$ cat src/pkg/i2c_timing_params.svh
`ifndef I2C_TIMING_PARAMS_SVH
`define I2C_TIMING_PARAMS_SVH
// Start and stop setup intervals, in system clock cycles
`define START_SETUP_INTERVAL 10'h024
`define STOP_SETUP_INTERVAL  10'h018
// Smallest permitted clock period setting
`define PERIOD_MIN           10'h004
// Phase lengths at 200 MHz: 2000 and 500 cycles per bit
`define PERIOD_STD           10'h3E8
`define PERIOD_FAST          10'h0FA
`define BIT_LAST             3'h7
`define BIT_FIRST            3'h0
`define BIT_STEP             3'h1
`define SHIFT_RESET          8'h00
`define CNT_ONE              10'h001
`define CNT_ZERO             10'h000
`endif

$ cat src/pkg/i2c_timing_pkg.sv
package i2c_timing_pkg;
  typedef enum logic [2:0] {
    ST_IDLE,
    ST_START_SETUP,
    ST_START_HOLD,
    ST_LOW,
    ST_HIGH,
    ST_STOP_LOW,
    ST_STOP_SETUP
  } ctl_state_t;
endpackage

$ cat src/rtl/i2c_bus_controller_timing.sv
`timescale 1ns/100ps
`include "i2c_timing_params.svh"
module i2c_bus_controller_timing (
  input  wire logic       clk_sys_i,
  input  wire logic       rst_n_i,
  input  wire logic       fast_mode_i,
  input  wire logic [7:0] period_i,
  input  wire logic       use_period_i,
  input  wire logic       go_i,
  input  wire logic [7:0] byte_i,
  output logic            busy_o,
  output logic            done_o,
  output logic            scl_o,
  output logic            scl_oe_o,
  output logic            sda_o,
  output logic            sda_oe_o
);

  // ----------------------------------------------------------------
  // Period selection
  // ----------------------------------------------------------------
  // Phase counts are wider than the port so the slow default fits
  wire logic [9:0] speed_period = fast_mode_i ? `PERIOD_FAST : `PERIOD_STD;
  wire logic [9:0] req_period   = use_period_i ? {2'b00, period_i} : speed_period;
  // Clamp below the minimum so the phases never collapse
  wire logic [9:0] eff_period   = (req_period < `PERIOD_MIN) ? `PERIOD_MIN : req_period;

  i2c_timing_pkg::ctl_state_t state_reg, state_next;
  logic [9:0] cnt_reg, cnt_next;
  logic [9:0] period_reg, period_next;
  logic [7:0] shift_reg, shift_next;
  logic [2:0] bit_reg, bit_next;
  logic       scl_low_reg, scl_low_next;
  logic       sda_low_reg, sda_low_next;
  logic       done_reg, done_next;
  logic       busy_reg;

  wire logic       cnt_end     = (cnt_reg == `CNT_ONE);
  wire logic [9:0] cnt_dec     = cnt_reg - `CNT_ONE;
  wire logic [9:0] half_period = {1'b0, period_reg[9:1]};
  wire logic       at_mid      = (cnt_reg == half_period);
  wire logic       busy_next   = (state_next != i2c_timing_pkg::ST_IDLE);

  // ----------------------------------------------------------------
  // Sequencer
  // ----------------------------------------------------------------
  always_comb begin
    state_next   = state_reg;
    cnt_next     = cnt_dec;
    period_next  = period_reg;
    shift_next   = shift_reg;
    bit_next     = bit_reg;
    scl_low_next = scl_low_reg;
    sda_low_next = sda_low_reg;
    done_next    = 1'b0;
    case (state_reg)
      i2c_timing_pkg::ST_IDLE: begin
        cnt_next     = `CNT_ZERO;
        scl_low_next = 1'b0;
        sda_low_next = 1'b0;
        if (go_i) begin
          period_next = eff_period;
          shift_next  = byte_i;
          bit_next    = `BIT_LAST;
          cnt_next    = `START_SETUP_INTERVAL;
          state_next  = i2c_timing_pkg::ST_START_SETUP;
        end
      end
      i2c_timing_pkg::ST_START_SETUP: begin
        if (cnt_end) begin
          sda_low_next = 1'b1;
          cnt_next     = period_reg;
          state_next   = i2c_timing_pkg::ST_START_HOLD;
        end
      end
      i2c_timing_pkg::ST_START_HOLD: begin
        if (cnt_end) begin
          scl_low_next = 1'b1;
          cnt_next     = period_reg;
          state_next   = i2c_timing_pkg::ST_LOW;
        end
      end
      i2c_timing_pkg::ST_LOW: begin
        // Data moves at mid low phase, clear of both edges
        if (at_mid) begin
          sda_low_next = ~shift_reg[7];
        end
        if (cnt_end) begin
          scl_low_next = 1'b0;
          cnt_next     = period_reg;
          state_next   = i2c_timing_pkg::ST_HIGH;
        end
      end
      i2c_timing_pkg::ST_HIGH: begin
        if (cnt_end) begin
          scl_low_next = 1'b1;
          cnt_next     = period_reg;
          shift_next   = {shift_reg[6:0], 1'b0};
          if (bit_reg == `BIT_FIRST) begin
            state_next = i2c_timing_pkg::ST_STOP_LOW;
          end else begin
            bit_next   = bit_reg - `BIT_STEP;
            state_next = i2c_timing_pkg::ST_LOW;
          end
        end
      end
      i2c_timing_pkg::ST_STOP_LOW: begin
        if (at_mid) begin
          sda_low_next = 1'b1;
        end
        if (cnt_end) begin
          scl_low_next = 1'b0;
          cnt_next     = `STOP_SETUP_INTERVAL;
          state_next   = i2c_timing_pkg::ST_STOP_SETUP;
        end
      end
      i2c_timing_pkg::ST_STOP_SETUP: begin
        if (cnt_end) begin
          sda_low_next = 1'b0;
          done_next    = 1'b1;
          cnt_next     = `CNT_ZERO;
          state_next   = i2c_timing_pkg::ST_IDLE;
        end
      end
      default: begin
        state_next = i2c_timing_pkg::ST_IDLE;
      end
    endcase
  end

  always_ff @(posedge clk_sys_i or negedge rst_n_i) begin
    if (!rst_n_i) begin
      state_reg   <= i2c_timing_pkg::ST_IDLE;
      cnt_reg     <= `CNT_ZERO;
      period_reg  <= `PERIOD_STD;
      shift_reg   <= `SHIFT_RESET;
      bit_reg     <= `BIT_FIRST;
      scl_low_reg <= 1'b0;
      sda_low_reg <= 1'b0;
      done_reg    <= 1'b0;
      busy_reg    <= 1'b0;
    end else begin
      state_reg   <= state_next;
      cnt_reg     <= cnt_next;
      period_reg  <= period_next;
      shift_reg   <= shift_next;
      bit_reg     <= bit_next;
      scl_low_reg <= scl_low_next;
      sda_low_reg <= sda_low_next;
      done_reg    <= done_next;
      busy_reg    <= busy_next;
    end
  end

  // ----------------------------------------------------------------
  // Open-drain pins
  // ----------------------------------------------------------------
  // Pin data is always low; a high level is only ever a released line
  assign scl_o    = 1'b0;
  assign sda_o    = 1'b0;
  assign scl_oe_o = scl_low_reg;
  assign sda_oe_o = sda_low_reg;
  assign busy_o   = busy_reg;
  assign done_o   = done_reg;
endmodule

$ cat config.mk
export PLATFORM = sky130hd
export DESIGN_NAME = i2c_bus_controller_timing
export DESIGN_NICKNAME = d
export VERILOG_FILES = /design/src/pkg/i2c_timing_pkg.sv /design/src/rtl/i2c_bus_controller_timing.sv
export VERILOG_INCLUDE_DIRS = /design/src /design/src/pkg
export SDC_FILE = /design/constraint.sdc
export NUM_CORES = 1
export LEC_CHECK = 0
export BUFFER_PORTS_ARGS = -buffer_cell sky130_fd_sc_hd__buf_4
export CAP_MARGIN = 20
export CORE_UTILIZATION = 55
export DETAILED_ROUTE_END_ITERATION = 10
export GPL_TIMING_DRIVEN = 0
export PLACE_DENSITY = 0.76
export SLEW_MARGIN = 10
export SYNTH_ARGS = -nofsm -noshare
export SYNTH_HDL_FRONTEND = slang
export SYNTH_SLANG_ARGS = --single-unit
$ cat constraint.sdc
create_clock -name clk_sys_i -period 3.95 [get_ports clk_sys_i]
set_clock_uncertainty 0.1 [all_clocks]
set_input_delay 0.79 -clock clk_sys_i [delete_from_list [all_inputs] [get_ports clk_sys_i]]
set_output_delay 0.79 -clock clk_sys_i [all_outputs]
set_load 0.01 [all_outputs]
==> summary.txt <==
==============================================================================
Setup repair after global routing missed its margin                         no
TritonCTS Sinks                                                             37
Placer Congestion                                                        0.959
Antenna violations before repair                                             0
Count of vias placed by the detailed router                               2241
Die W                                                                  67.8 um
Wire length of the first global-routing pass                          10500 um
Data arrival at the endpoint of the critical path                      2710 ps
Combinational Power Share                                                0.421
Max_cap viols                                                                0
Worst endpoint required time                                           4000 ps
Residual DRC                                                                 0
Count of antenna diodes in the layout                                        0
Total I/O pin count                                                         27
Worst ir drop on vdd                                                0.000275 V
Final number of hold-violating endpoints                                     0
Vias/cell                                                                 6.35
Yosys top cell area share                                                0.337
Worst rel slew slack                                                     0.376
CTS Buf Count                                                                5
Post-DRT Antenna Nets                                                        0
Post-CTS Setup Repair Bufs                                                   0
Count of mapped cells out of synthesis                                     271
Fillers                                                                    358
Share of the core filled with cells                                      0.661
Seq/Total Area, Yosys                                                    0.392
Worst-path fanout max                                                       10
Hold buffers post-CTS                                                        0
Internal power summed over all cells                                0.000804 W
Total length of routed wires                                           6430 um
Number of flip-flops in the largest register                                10
Switching power of the nets                                         0.000577 W
DRT iter0 DRCs                                                             279
WL per Instance                                                        18.2 um
Area of the core                                                     4090 um^2
P per Cell Area                                                    511 nW/um^2
Post-synthesis to final-layout area growth                               13.5%
Combined area of all synthesized cells                               2380 um^2
First-pass iteration count of the detailed router                            4
Floorplan row count                                                         23
Number of enable-type register cells in the synthesized netlist              0
Worst min-delay path class                                        primary input to asynchronous set/reset pin
Final net count                                                            327
Per-instance average area after synthesis                            8.78 um^2
Maximum single-stage delay on the critical path                         820 ps
Clock power share                                                        0.193
Warnings, synthesis                                                          0
Initial core utilization                                                 0.582
Run status                                                           completed
Share of cells above drive strength 1                                    0.168
Critical path endpoint category                                      flip-flop
Cell types with the largest area share after synthesis            dfrtp_1 34%, dfstp_2 5.5%, o21ai_0 5.3%
Fin Setup TNS                                                             0 ps
Die Footprint                                                        4590 um^2
Clock-pin transition on the worst setup and hold timing paths            80 ps
Post-layout minimum cycle time                                         2660 ps
Netlist cell types                                                          58
Period utilization                                                       0.674
Pins over their slew limit                                                   0
Overall overflow remaining after global route                                0
Worst-Margin Slew                                                       927 ps
Vert. Die Dim                                                          67.8 um
Final count of negative-setup-slack endpoints                                0
Total Routing Usage GR                                                   0.317
Highest Clock Rate                                                     376 MHz
Classification of the worst setup path                            flip-flop to flip-flop
Critical-path cell list                                           nor4_1 -> nand3_1 -> clkbuf_1 -> o21ai_0 -> a221oi_1
Placed wire-length estimate after detailed placement                   4520 um
Worst-Skew Late Latency                                                 300 ps
Cell with the biggest individual delay on the critical path             nor4_1
Reg power frac                                                           0.386
LEAKAGE                                                                1.15 nW
Type of element launching the critical path                          flip-flop
CTS resizes                                                                  0
Clock root buffer                                                     clkbuf_8
Buffers from clock root to sink, at most                                     2
Share of flip-flops with an asynchronous set or reset                     1.00
Switching power share of the total                                       0.418
H-tree depth                                                                 2
Number of port buffers                                                      23
Number of global-route vias before repair                                 2134
TritonCTS clock tree                                                      done
Cell type with the highest aggregate area in the netlist               dfrtp_1
Most instantiated flip-flop cell in the synthesis netlist              dfrtp_1
Largest net degree at the start of global routing                           38
Flop and latch count out of synthesis                                       37
Length in cells of the worst reg-to-reg path                                 5
==============================================================================
power groups by stage:
stage               Combinational [W]  Sequential [W]  Clock (W)
finish                       0.000581        0.000532   0.000267
CTS                          0.000569        0.000529   0.000269
global placement             0.000561        0.000535          0
floorplan                    0.000425        0.000518          0
detailed placement           0.000565        0.000536          0
global route                 0.000632        0.000542   0.000284
final cells by class:
class | count | area (um^2) | share of cell area
Buffer | 24 | 104 | 0.0385
Clock buffer | 6 | 72.6 | 0.0269
Clock inverter | 2 | 10.0 | 0.00371
Inverter | 11 | 41.3 | 0.0153
Multi-Input combinational cell | 200 | 1310 | 0.483
Sequential cell | 37 | 932 | 0.345
Tap cell | 50 | 62.6 | 0.0232
Timing Repair Buffer | 23 | 173 | 0.0639
critical path, delay by kind of cell (launching register included):
kind / cells / cell delay (ps)
AND/OR/NAND/NOR: 2 / 1220
flip-flops: 1 / 460
buffers and inverters: 1 / 370
AO/OA/AOI/OAI: 2 / 360
routing by layer:
metal / GRT usage / vias up / share of wire
met5: 0 / - / 0
met4: 0.170 / 0 / 0.032
met3: 0.0524 / 18 / 0.077
met2: 0.463 / 98 / 0.42
met1: 0.440 / 1048 / 0.47
li1: - / 1077 / -
worst paths after layout:
| check | endpoint | start | slack, ps |
|---|---|---|---|
| worst max-delay path | cnt_reg[3] | cnt_reg[7] | 1290 |
| worst min-delay path | sda_oe_o | rst_n_i | 340 |
| worst max register to register | cnt_reg[3] | cnt_reg[7] | 1290 |
| worst min register to register | bit_reg[1] | bit_reg[1] | 390 |
| max in group asynchronous | period_reg[7] | rst_n_i | 3040 |
| min in group clk_sys_i | bit_reg[1] | bit_reg[1] | 390 |
synth_stat cells (all sizes together) (2+ instances only):
cell      n
nor3      7
o2111ai   2
o32ai     3
nor2     21
o31a      3
a221oi    2
dfrtp    32
nor2b     7
o21a      2
nand4     4
or2       3
a221o     2
or4       3
or3       3
a22oi     2
xor2     10
o22a      2
o21ai    25
buf       7
o22ai     9
o31ai     7
or4b      2
dfstp     5
inv      11
a211oi    4
a21o      2
clkbuf   17
a31oi     2
nor4      7
a222oi    2
a21oi     9
ha        4
nand2    15
mux2i     4
a22o      2
o41ai     3
nand3    10
metrics by stage:
stage               hold WS, ps  std cells  setup WS, ps  total power, W  instance area [um^2]
finish                      338        353          1290         0.00138                  2700
global route                384        353          1140         0.00146                  2700
CTS                         364        353          1330         0.00137                  2700
detailed placement          380        345          1240         0.00110                  2620
global placement            376        345          1290         0.00110                  2620
floorplan                   360        272          1530        0.000943                  2380
cell families after synthesis:
group,count (synthesis),share of synthesized area
buffers and inverters,35,0.0610
adders and majority gates,5,0.0253
muxes,4,0.0168
xor gates and xnor gates,11,0.0405
other,1,0.00158
and+or+nand+nor,87,0.193
DFF,37,0.392
AOI/OAI and AO/OA,91,0.270
cell usage in the layout (no fill, tap or decap), drive strengths merged, types with 3 or more instances in the layout:
| cell | count |
|---|---|
| o31a | 3 |
| nand2 | 15 |
| o22ai | 9 |
| a211oi | 4 |
| o31ai | 7 |
| or4 | 3 |
| nand3 | 10 |
| clkbuf | 23 |
| nor3 | 7 |
| buf | 30 |
| mux2i | 4 |
| o41ai | 3 |
| xor2 | 10 |
| or3 | 3 |
| inv | 11 |
| o32ai | 3 |
| o21ai | 25 |
| nor2 | 21 |
| nor4 | 7 |
| dfrtp | 32 |
| ha | 4 |
| dfstp | 5 |
| a21oi | 9 |
| or2 | 3 |
| nor2b | 7 |
| nand4 | 4 |
No activity file was read; power rests on OpenSTA's default activity.
